File: config.mk
export PLATFORM = sky130hd
export DESIGN_NAME = tcsc_top
export DESIGN_NICKNAME = d
export VERILOG_FILES = /design/src/verilog/tcsc_pkg.sv /design/src/verilog/tcsc_prescale_if.sv /design/src/verilog/tcsc_prescaler.sv /design/src/verilog/tcsc_top.sv
export SDC_FILE = /design/constraint.sdc
export NUM_CORES = 1
export LEC_CHECK = 0
export ABC_AREA = 1
export BUFFER_PORTS_ARGS = -buffer_cell sky130_fd_sc_hd__buf_2
export CORE_UTILIZATION = 35
export DETAILED_ROUTE_END_ITERATION = 12
export PLACE_DENSITY_LB_ADDON = 0.2
export SYNTH_ARGS = -nofsm -noshare
export SYNTH_HDL_FRONTEND = slang
export SYNTH_SLANG_ARGS = --single-unit
File: constraint.sdc
create_clock -name clk_sys -period 2.8 [get_ports clk_sys]
set_clock_uncertainty 0.1 [all_clocks]
set_input_delay 0.42 -clock clk_sys [delete_from_list [all_inputs] [get_ports clk_sys]]
set_output_delay 0.42 -clock clk_sys [all_outputs]
set_load 0.03 [all_outputs]
File: src/verilog/tcsc_pkg.sv
// constants for the timer clock source control block
package tcsc_pkg;
    // register byte addresses
    localparam logic [7:0] ADDR_CTRL   = 8'h00;
    localparam logic [7:0] ADDR_COUNT  = 8'h04;
    localparam logic [7:0] ADDR_STATUS = 8'h08;
    localparam logic [7:0] ADDR_MASK   = 8'h0C;
    localparam logic [7:0] ADDR_GATE   = 8'h10;
    // control field positions
    localparam int CS_LSB   = 6;
    localparam int PS_LSB   = 4;
    localparam int OSC_BIT  = 3;
    localparam int SYNC_BIT = 2;
    localparam int RUN_BIT  = 0;
    // writable bits of control (bit 1 unimplemented)
    localparam logic [7:0] CTRL_WMASK = 8'hFD;
    localparam logic [7:0] CTRL_RESET = 8'h00;
    localparam logic [15:0] COUNT_RESET = 16'h0000;
    localparam logic [15:0] COUNT_MAX   = 16'hFFFF;
    // clock source encodings
    localparam logic [1:0] CS_INSTR = 2'h0;
    localparam logic [1:0] CS_SYS   = 2'h1;
    localparam logic [1:0] CS_EXT   = 2'h2;
    // instruction clock is system clock divided by four
    localparam logic [1:0] INSTR_DIV_LAST = 2'h3;
    // axi response codes
    localparam logic [1:0] RESP_OKAY   = 2'h0;
    localparam logic [1:0] RESP_SLVERR = 2'h2;
endpackage : tcsc_pkg

File: src/verilog/tcsc_prescale_if.sv
// interface between control block and prescaler
`timescale 1ns/1ps
interface tcsc_prescale_if;
    logic       tick_in;
    logic       clear;
    logic [1:0] ratio;
    logic       tick_out;
    modport ctrl (output tick_in, output clear, output ratio,
                  input tick_out);
    modport scaler (input tick_in, input clear, input ratio,
                    output tick_out);
endinterface : tcsc_prescale_if

File: src/verilog/tcsc_prescaler.sv
// input prescaler dividing timer ticks by 1, 2, 4 or 8
`timescale 1ns/1ps
module tcsc_prescaler
(
    // clock and reset
    input  wire logic     clk_sys,
    input  wire logic     rst,
    // prescale link
    tcsc_prescale_if.scaler ps
);
    typedef struct packed {
        logic [2:0] count;
    } tcsc_ps_state_t;

    tcsc_ps_state_t state;
    tcsc_ps_state_t next_state;
    logic [2:0]     last;

    // terminal count per ratio
    always_comb
    begin
        case (ps.ratio)
            2'h0:    last = 3'h0;
            2'h1:    last = 3'h1;
            2'h2:    last = 3'h3;
            default: last = 3'h7;
        endcase
    end

    // pass every n-th tick
    always_comb
    begin
        next_state = state;
        if (ps.clear)
        begin
            next_state.count = 3'h0;
        end
        else if (ps.tick_in)
        begin
            if (state.count >= last)
            begin
                next_state.count = 3'h0;
            end
            else
            begin
                next_state.count = state.count + 3'h1;
            end
        end
    end

    assign ps.tick_out = ps.tick_in && !ps.clear && (state.count >= last);

    // state register
    always_ff @(posedge clk_sys or posedge rst)
    begin
        if (rst)
        begin
            state <= '0;
        end
        else
        begin
            state <= next_state;
        end
    end
endmodule : tcsc_prescaler

File: src/verilog/tcsc_top.sv
// timer clock source control with 16-bit counter and axi4-lite slave
// Function
// - source select 00 counts the instruction clock, system clock / 4.
// - the prescaler divides the selected clock by 1, 2, 4 or 8.
// - the oscillator enable bit turns the low-power oscillator on or off.
// - run bit 1 counts; run bit 0 stops and clears the gate toggle flop.
// - control bit 1 is unimplemented, reads zero and ignores writes.
// - the counter wraps FFFFh to 0000h and sets the overflow flag.
`timescale 1ns/1ps
module tcsc_top
(
    // clock and reset
    input  wire logic        clk_sys,
    input  wire logic        rst,
    // axi4-lite write address
    input  wire logic [7:0]  s_axi_awaddr,
    input  wire logic        s_axi_awvalid,
    output logic             s_axi_awready,
    // axi4-lite write data
    input  wire logic [31:0] s_axi_wdata,
    input  wire logic [3:0]  s_axi_wstrb,
    input  wire logic        s_axi_wvalid,
    output logic             s_axi_wready,
    // axi4-lite write response
    output logic [1:0]       s_axi_bresp,
    output logic             s_axi_bvalid,
    input  wire logic        s_axi_bready,
    // axi4-lite read address
    input  wire logic [7:0]  s_axi_araddr,
    input  wire logic        s_axi_arvalid,
    output logic             s_axi_arready,
    // axi4-lite read data
    output logic [31:0]      s_axi_rdata,
    output logic [1:0]       s_axi_rresp,
    output logic             s_axi_rvalid,
    input  wire logic        s_axi_rready,
    // external clock pins
    input  wire logic        external_count_pin,
    input  wire logic        crystal_clock,
    output logic             low_power_osc_enable,
    // gate toggle flop from gate logic
    input  wire logic        gate_toggle_event,
    output logic             gate_toggle,
    // interrupt
    output logic             irq
);
    // whole block state, registered as one word
    typedef struct packed {
        logic [7:0]  ctrl;
        logic [15:0] count;
        logic        status;
        logic        mask;
        logic        toggle;
        logic [1:0]  div;
        logic [2:0]  ext_sync;
        logic [2:0]  xtal_sync;
        logic        raw_prev;
        logic        aw_got;
        logic [7:0]  aw_addr;
        logic        w_got;
        logic [31:0] w_data;
        logic [3:0]  w_strb;
        logic        bvalid;
        logic [1:0]  bresp;
        logic        rvalid;
        logic [31:0] rdata;
        logic [1:0]  rresp;
    } tcsc_state_t;

    // current and next state, prescaler link
    tcsc_state_t      state;
    tcsc_state_t      next_state;
    tcsc_prescale_if  ps ();

    // decoded controls, edge detects and bus qualifiers
    logic [1:0] src;
    logic       run;
    logic       sync_on;
    logic       ext_level;
    logic       ext_rise;
    logic       raw_level;
    logic       instr_tick;
    logic       do_write;
    logic       do_read;
    logic [31:0] wval;
    logic        wr_ok;
    logic        raw_rise;
    logic        sync_rise;
    logic [31:0] count_wr;

    // byte-lane merge of a write into a narrow register
    function automatic logic [31:0] merge(input logic [31:0] old,
                                          input logic [31:0] data,
                                          input logic [3:0]  strb);
        logic [31:0] res;
        res = old;
        for (int i = 0; i < 4; i++)
        begin
            if (strb[i])
            begin
                res[i*8 +: 8] = data[i*8 +: 8];
            end
        end
        return res;
    endfunction : merge

    // known register decode
    function automatic logic mapped(input logic [7:0] a);
        return a == tcsc_pkg::ADDR_CTRL || a == tcsc_pkg::ADDR_COUNT ||
               a == tcsc_pkg::ADDR_STATUS || a == tcsc_pkg::ADDR_MASK ||
               a == tcsc_pkg::ADDR_GATE;
    endfunction : mapped

    // input prescaler on the selected tick
    tcsc_prescaler tcsc_prescaler_i
    (
        .clk_sys (clk_sys),
        .rst     (rst),
        .ps      (ps.scaler)
    );

    // control field views
    assign src     = state.ctrl[tcsc_pkg::CS_LSB +: 2];
    assign run     = state.ctrl[tcsc_pkg::RUN_BIT];
    assign sync_on = !state.ctrl[tcsc_pkg::SYNC_BIT];
    assign low_power_osc_enable = state.ctrl[tcsc_pkg::OSC_BIT];

    // external source: crystal when oscillator enabled, else pin;
    // stage 1 is the first settled copy, stage 2 one clock older
    assign raw_level = state.ctrl[tcsc_pkg::OSC_BIT] ?
                       state.xtal_sync[1] : state.ext_sync[1];
    assign ext_level = state.ctrl[tcsc_pkg::OSC_BIT] ?
                       state.xtal_sync[2] : state.ext_sync[2];
    // bypass: edge between the two settled stages, one clock sooner
    assign raw_rise  = raw_level && !ext_level;
    // synchronised: older stage against its own history
    assign sync_rise = ext_level && !state.raw_prev;
    // sync disable picks the shorter path
    assign ext_rise  = sync_on ? sync_rise : raw_rise;
    // instruction clock: one tick in four system clocks
    assign instr_tick = state.div == tcsc_pkg::INSTR_DIV_LAST;

    // select source tick and feed prescaler
    always_comb
    begin
        case (src)
            tcsc_pkg::CS_INSTR: ps.tick_in = run && instr_tick;
            tcsc_pkg::CS_SYS:   ps.tick_in = run;
            tcsc_pkg::CS_EXT:   ps.tick_in = run && ext_rise;
            default:            ps.tick_in = 1'b0;
        endcase
    end
    // prescaler held clear while stopped, ratio from control
    assign ps.clear = !run;
    assign ps.ratio = state.ctrl[tcsc_pkg::PS_LSB +: 2];

    // write commit, read launch and lane-merged write values
    assign do_write = state.aw_got && state.w_got && !state.bvalid;
    assign do_read  = s_axi_arvalid && !state.rvalid;
    assign wval     = merge(32'h0000_0000, state.w_data, state.w_strb);
    assign count_wr = merge({16'h0000, state.count}, state.w_data,
                            state.w_strb);
    assign wr_ok    = mapped(state.aw_addr);

    // next state
    always_comb
    begin
        next_state = state;
        // free-running quarter-rate divider and pin samplers
        next_state.div = state.div + 2'h1;
        next_state.ext_sync = {state.ext_sync[1:0], external_count_pin};
        next_state.xtal_sync = {state.xtal_sync[1:0], crystal_clock};
        next_state.raw_prev = ext_level;
        // counter and overflow
        if (ps.tick_out)
        begin
            next_state.count = state.count + 16'h0001;
        end
        // gate toggle flop
        if (!run)
        begin
            next_state.toggle = 1'b0;
        end
        else if (gate_toggle_event)
        begin
            next_state.toggle = !state.toggle;
        end
        // write channel capture
        if (s_axi_awvalid && !state.aw_got)
        begin
            next_state.aw_got  = 1'b1;
            next_state.aw_addr = s_axi_awaddr;
        end
        if (s_axi_wvalid && !state.w_got)
        begin
            next_state.w_got  = 1'b1;
            next_state.w_data = s_axi_wdata;
            next_state.w_strb = s_axi_wstrb;
        end
        if (do_write)
        begin
            next_state.aw_got = 1'b0;
            next_state.w_got  = 1'b0;
            next_state.bvalid = 1'b1;
            next_state.bresp  = wr_ok ? tcsc_pkg::RESP_OKAY
                                      : tcsc_pkg::RESP_SLVERR;
            // register update on commit
            case (state.aw_addr)
                tcsc_pkg::ADDR_CTRL:
                begin
                    if (state.w_strb[0])
                    begin
                        next_state.ctrl = state.w_data[7:0]
                                          & tcsc_pkg::CTRL_WMASK;
                    end
                end
                tcsc_pkg::ADDR_COUNT:
                begin
                    next_state.count = count_wr[15:0];
                end
                tcsc_pkg::ADDR_MASK:
                begin
                    if (state.w_strb[0])
                    begin
                        next_state.mask = state.w_data[0];
                    end
                end
                default:
                begin
                    next_state.mask = state.mask;
                end
            endcase
        end
        // sticky overflow flag, set wins over write-one-clear
        if (do_write && state.aw_addr == tcsc_pkg::ADDR_STATUS
            && wval[0])
        begin
            next_state.status = 1'b0;
        end
        if (ps.tick_out && state.count == tcsc_pkg::COUNT_MAX)
        begin
            next_state.status = 1'b1;
        end
        // response taken by the master
        if (state.bvalid && s_axi_bready)
        begin
            next_state.bvalid = 1'b0;
        end
        // read channel
        if (do_read)
        begin
            next_state.rvalid = 1'b1;
            next_state.rresp  = mapped(s_axi_araddr) ? tcsc_pkg::RESP_OKAY
                                                     : tcsc_pkg::RESP_SLVERR;
            // read data for the addressed register
            case (s_axi_araddr)
                tcsc_pkg::ADDR_CTRL:
                    next_state.rdata = {24'h0, state.ctrl};
                tcsc_pkg::ADDR_COUNT:
                    next_state.rdata = {16'h0, state.count};
                tcsc_pkg::ADDR_STATUS:
                    next_state.rdata = {31'h0, state.status};
                tcsc_pkg::ADDR_MASK:
                    next_state.rdata = {31'h0, state.mask};
                tcsc_pkg::ADDR_GATE:
                    next_state.rdata = {31'h0, state.toggle};
                default:
                    next_state.rdata = 32'h0000_0000;
            endcase
        end
        else if (state.rvalid && s_axi_rready)
        begin
            next_state.rvalid = 1'b0;
        end
    end

    // state register
    always_ff @(posedge clk_sys or posedge rst)
    begin
        if (rst)
        begin
            // all idle, control at its reset value
            state      <= '0;
            state.ctrl <= tcsc_pkg::CTRL_RESET;
        end
        else
        begin
            state <= next_state;
        end
    end

    // bus handshakes and outputs
    assign s_axi_awready = !state.aw_got;
    assign s_axi_wready  = !state.w_got;
    assign s_axi_bvalid  = state.bvalid;
    assign s_axi_bresp   = state.bresp;
    assign s_axi_arready = !state.rvalid;
    assign s_axi_rvalid  = state.rvalid;
    assign s_axi_rdata   = state.rdata;
    assign s_axi_rresp   = state.rresp;
    assign gate_toggle   = state.toggle;
    assign irq           = state.status && state.mask;
endmodule : tcsc_top

Yosys cells after proc, flatten, opt, wreduce, memory -nomap -nowiden
Cells that the tools add are included.

Register bits: 122. Input bits: 62. Output and inout bits: 44.

Magnitude comparators: 1. Muxes and demuxes: 29. $add $sub $neg: 3. Equal/unequal tests: 18. Reductions and logical operators: 43.

Operators with widths (number): $pmux W16 S5 (1); $mux W16 (3); $mux W37 (1); $eq A8 B4 Y1 const B (4); $logic_and A1 B1 Y1 (17); $add A16 B1 Y16 const B (1); $eq A16 B16 Y1 const B (1); $eq A8 B3 Y1 const B (2); $eq A8 B5 Y1 const B (2); $logic_not A8 Y1 (2); $mux W8 (2); $mux W1 (13); $mux W3 (4); $reduce_bool A2 Y1 (5); $mux W9 (1); $pmux W3 S3 (1); $logic_or A1 B1 Y1 (8); $logic_not A1 Y1 (7); $eq A2 B2 Y1 const B (3); $ne A3 B3 Y1 const B (2); $reduce_and A3 Y1 (2); $eq A2 B1 Y1 const B (2); $logic_not A2 Y1 (2); $mux W2 (2); 6 further kinds (6).

Depth between registers and ports, before layout
Depth after elaboration: 11. Mapped depth: 13.

Cells and area by module
A second synthesis with hierarchy kept.

Cells, all modules: 562. Area, all modules: 4534.3 um^2.

By module, submodules not included: tcsc_top (times used 1, cells each 520, area an instance 4267.8 um^2); tcsc_prescaler (times used 1, cells each 42, area an instance 266.5 um^2).

Worst setup path after synthesis
Ideal clock, no wire load.

Path kind: flip-flop to flip-flop. Start point: register state, in the netlist ps.ratio[1]. End point: register state[101] in the netlist's numbering. Period minus slack after synthesis: 1.790 ns. Stages on the path, launching flop included: 10. Library setup time: 0.121 ns. Path buffers: 1. Slack: 1.010 ns. Data arrival time: 1.569 ns. Required time: 2.579 ns. Cell sequence: dfrtp_1 -> inv_1 -> nand2_1 -> ha_1 -> nand3_1 -> nand3_2 -> clkbuf_1 -> nand4_1 -> a21oi_1 -> nand2_1.

Cells in the longest elaborated chain, start to end: 7. Elaborated cells on any way between the ends: 9. Classes of those cells: order compare (1); eq/ne (2); mux (4); reduce/logical (2).

RTL lines: start: declaration (line tcsc_top.sv:71) `tcsc_state_t state;`; start signal: assignment (line tcsc_top.sv:288) `state <= next_state;`; $eq A2 B2 Y1 (tied with other cells) (line tcsc_prescaler.sv:22) `case (ps.ratio)`; $pmux W3 S3 (*) (line tcsc_prescaler.sv:22); $ge A3 B3 Y1 (*) (line tcsc_prescaler.sv:51) `assign ps.tick_out = ps.tick_in && !ps.clear && (state.count >= last);`; $logic_and A1 B1 Y1 (*) (line tcsc_prescaler.sv:51); $mux W16 (*) (line tcsc_top.sv:175) `if (ps.tick_out)`; $mux W16 (line tcsc_top.sv:208) `case (state.aw_addr)`; $mux W16 (*) (line tcsc_top.sv:200) `if (do_write)`.

Every way passes the cells marked *; elsewhere a longest branch is shown, timed or not. A chain may end at the register's enable or synchronous reset.

Final worst setup path
Start point: register state, in the netlist ps.ratio[0]. End point: register state[111] in the netlist's numbering.

Same word-level chain as after synthesis.

==> results summary <==
The routed design has 10300 um of wire. The total non-filler cell area in the finished layout came out at 0.00524 mm2. The leakage power total is 2.63 nW. The summed negative setup slack over all endpoints came out at 0 ns. The slew at the pin closest to its max-slew limit came out at 0.694 ns. The worst path uses 73.7% of the clock period. The instance count after placement with tap cells included came out at 789. The count of hold-fix buffers inserted at cts is 0. Measured along the x axis, the die boundary spans 117 um.

The data arrival at the endpoint of the critical path is 2.25 ns. The most frequent cell after synthesis is nand2_1. The register area came out at 0.00215 mm2. The number of buffer cells added on primary ports came out at 69.

The number of maximum-capacitance violations came out at 0. The path class of the tightest hold or removal check is in -> async. The share of async-settable or async-resettable flops after synthesis came out at 100%. The floorplan die area came out at 0.0137 mm2. The number of standard cells in the final layout excluding fillers came out at 805. The post-CTS setup buffer count is 0. The total of fill cells in the finished design came out at 1313.

The switching power total came out at 0.00146 W. The remaining global-route overflow came out at 0. After the first detailed-routing iteration, the DRC count stood at 233. The clock latency at the later pin of the worst-skew pair is 0.35 ns. Clock tree synthesis inserted a total of 9 buffers. The cell at the slowest stage of the critical path is dfrtp_1.

The nature of the critical path startpoint is a register. The number of global-route vias before repair is 3562. Relative to the synthesized area, the layout overhead comes to 13.1%. The detailed-router iteration count before antenna repair is 5. Setup repair after global routing left no endpoint under its margin. In this design, the critical path's most frequently occurring cell is nand2_1. The residual antenna-violating net count after detailed routing came out at 0. The post-route DRC violation count is 0. The critical path crosses 9 cells after its start point. The peak per-stage delay on the critical path is 0.40 ns.

The combinational power share came out at 25.2%. Entering global routing, the biggest net connects 49 pins. STA puts the critical path data required time at 2.98 ns. The most used flip-flop cell after synthesis is dfrtp_1.

Measured against its own limit, the worst slew margin works out to 53.7%. The final hold violation count was 0. The run finished with clean final reports.

The clock share of power is 29.1%. The achievable frequency came out at 485 MHz. The internal power consumption is 0.00251 W. TritonCTS built the clock tree.

The first-pass GRT wire length came out at 17100 um. The I/O pin total came out at 106. The count of inserted antenna diode cells came out at 0. The number of gates given a new drive strength after cts came out at 0. The synthesized area per cell came out at 8.01 um2. By count the netlist is led by nand2_1 (156), dfrtp_1 (86), inv_1 (60), nor2_1 (41), nand3_1 (39). The final HPWL from detailed placement came out at 7760 um. The core area came out at 0.0128 mm2. Traced cell by cell, the critical path runs through nand2_1 > ha_1 > a21oi_1 > nand3_2 > nand3_4 > nand2_1 > nand3_1 > nand2_1 > nand2_1. The layout cell share with drive strength beyond 1 came out at 18.0%.

Cells fill 41.0% of the core in the end. The category of cells accounting for the largest share of critical-path delay is simple AND/OR/NAND/NOR gates. The cell taking the most area after synthesis is dfrtp_1. The worst setup path is captured at a register. The number of core rows came out at 41. For this run, the total global-route usage over all layers was measured as 16.3%. The buffer depth of the longest clock path is 2.

The maximum net fanout on the critical path came out at 18. The congestion estimate from routability-driven global placement came to 0.823. The total power density per cell area is 757 mW/mm2.

After the last flow step, the layout net total stands at 696. The number of setup violations in the final report is 0. The net switching fraction of the power is 36.7%.

By area the synthesized netlist is led by dfrtp_1 (46%), nand2_1 (13%), buf_4 (6.0%), inv_1 (4.9%), nand3_1 (4.2%). The post-detailed-route wirelength per cell is 12.8 um. The cell area after synthesis came out at 0.00463 mm2. The area of the multi-input gates came out at 0.00196 mm2.

The critical path is of the reg -> reg type. The largest voltage drop on the vdd net is 0.419 mV. The number of buffers and inverters on the critical path is 0. The post-synthesis cell count came out at 578. The number of warnings printed during yosys synthesis came out at 0. The level count of the clock H-tree is 3. Of the synthesized area, sequential elements account for 46.5%. The clock tree root buffer cell is clkbuf_16. The number of different library cells in the post-synthesis netlist is 38.

The number of antenna violations at the first check in global routing is 0. The effective utilization at floorplan is 36.2%. Dividing the detail-routed via count by the number of cells gives 4.70.

The instance area at placement is 0.00496 mm2. The floorplan step set the die height to 117 um. The fraction of synthesized cell area taken by the top area cell type is 46.5%. Across all hold checks on the routed design, the worst slack comes to 0.0481 ns. The number of enable flip-flop cells after synthesis came out at 0. The clock transition at the registers of the reported paths is 0.07 ns.

The number of cells on the worst reg-to-reg path came out at 9. The via total after detailed routing came out at 3781. The number of pins exceeding their max-slew limit in the final report came out at 0. The minimum period implied by the final worst setup slack is 2.06 ns.

The number of clock sinks seen by CTS came out at 86. The share of total power in sequential cells came out at 45.8%. After synthesis the netlist holds a flip-flop and latch count of 86.
cells in the final DEF (no fill, tap or decap), types with 2 or more instances in the layout:
master / count
o22ai_1: 6
xor2_1: 4
nor3_1: 3
clkbuf_16: 9
nand4_1: 24
nor2_2: 3
or2_0: 2
o21ai_0: 29
mux2_2: 9
inv_6: 3
nor2_1: 41
o31ai_1: 9
conb_1: 18
inv_2: 3
buf_2: 69
clkinvlp_4: 2
nand3_1: 39
a21oi_1: 25
and3_1: 2
dfrtp_1: 86
buf_4: 4
inv_1: 59
nor4_1: 3
ha_1: 6
nand2_1: 156
nand2_2: 2
nand3_2: 2
final timing paths:
check | start | to | slack (ns)
max | ps.ratio[0]$_DFFE_PP0P_ | state[111]$_DFFE_PP0P_ | 0.74
min | rst | s_axi_bresp[1]$_DFFE_PP0P_ | 0.05
max reg2reg | ps.ratio[0]$_DFFE_PP0P_ | state[111]$_DFFE_PP0P_ | 0.74
min reg2reg | next_state[89]$_DFF_PP0_ | next_state[90]$_DFF_PP0_ | 0.25
max in group asynchronous | rst | s_axi_rdata[10]$_DFFE_PP0P_ | 1.87
min in group clk_sys | external_count_pin | next_state[89]$_DFF_PP0_ | 0.08
layout make-up:
type	instances	share of cell area (%)
Clock buffer	10	4.37
Tap cell	172	4.11
Multi-Input combinational cell	394	37.3
Inverter	63	4.54
Timing Repair Buffer	74	7.55
Clock inverter	6	1.00
Sequential cell	86	41.1
stage by stage:
stage | setup WS [ns] | power [W]
final | 0.736 | 0.00397
after global routing | 0.542 | 0.00425
after CTS | 0.728 | 0.00401
after global placement | 0.813 | 0.00281
after floorplan | 0.0582 | 0.00255
after detailed placement | 0.758 | 0.00284
registers in the layout, summed over array words and instances (netlist names):
register / flops
s_axi_rdata: 16
ps.ratio: 2
src: 2
next_state: 4
gate_toggle: 1
s_axi_rvalid: 1
s_axi_bvalid: 1
run: 1
s_axi_rresp: 1
tcsc_prescaler_i.state: 3
s_axi_bresp: 1
low_power_osc_enable: 1
state: 52
kinds of logic (layout without fill, tap and decap cells):
family	Yosys count	count (layout)	share of synthesized area (%)
buffers and inverters	115	153	12.6
AOI/OAI and AO/OA	72	72	8.57
DFF	86	86	46.5
xor gates and xnor gates	5	5	0.946
adders and majority gates	6	6	1.62
muxes	9	9	2.19
other	1	18	0.0810
and+or+nand+nor	284	284	27.5
worst reg2reg max path, cell delays in order (launching register included):
cell	delay, ns
dfrtp_1	0.40
nand2_1	0.08
ha_1	0.31
a21oi_1	0.19
nand3_2	0.33
nand3_4	0.32
nand2_1	0.08
nand3_1	0.09
nand2_1	0.05
nand2_1	0.05
power by group through the flow:
stage	Sequential [W]	Combinational, W	Clock [W]
6_report	0.00181	0.000998	0.00115
5_1_grt	0.00186	0.00116	0.00123
4_1_cts	0.00181	0.00101	0.00119
3_5_place_dp	0.00183	0.00101	0
3_3_place_gp	0.00182	0.000984	0
2_1_floorplan	0.00176	0.000785	0
per-layer routing:
layer	routed length (um)	track usage, %	vias up
met5	0	0	-
met4	102	5.15	0
met3	469	3.81	8
met2	4390	24.6	95
met1	5320	23.2	1737
li1	-	-	1941
(Power assumes the default switching activity.)
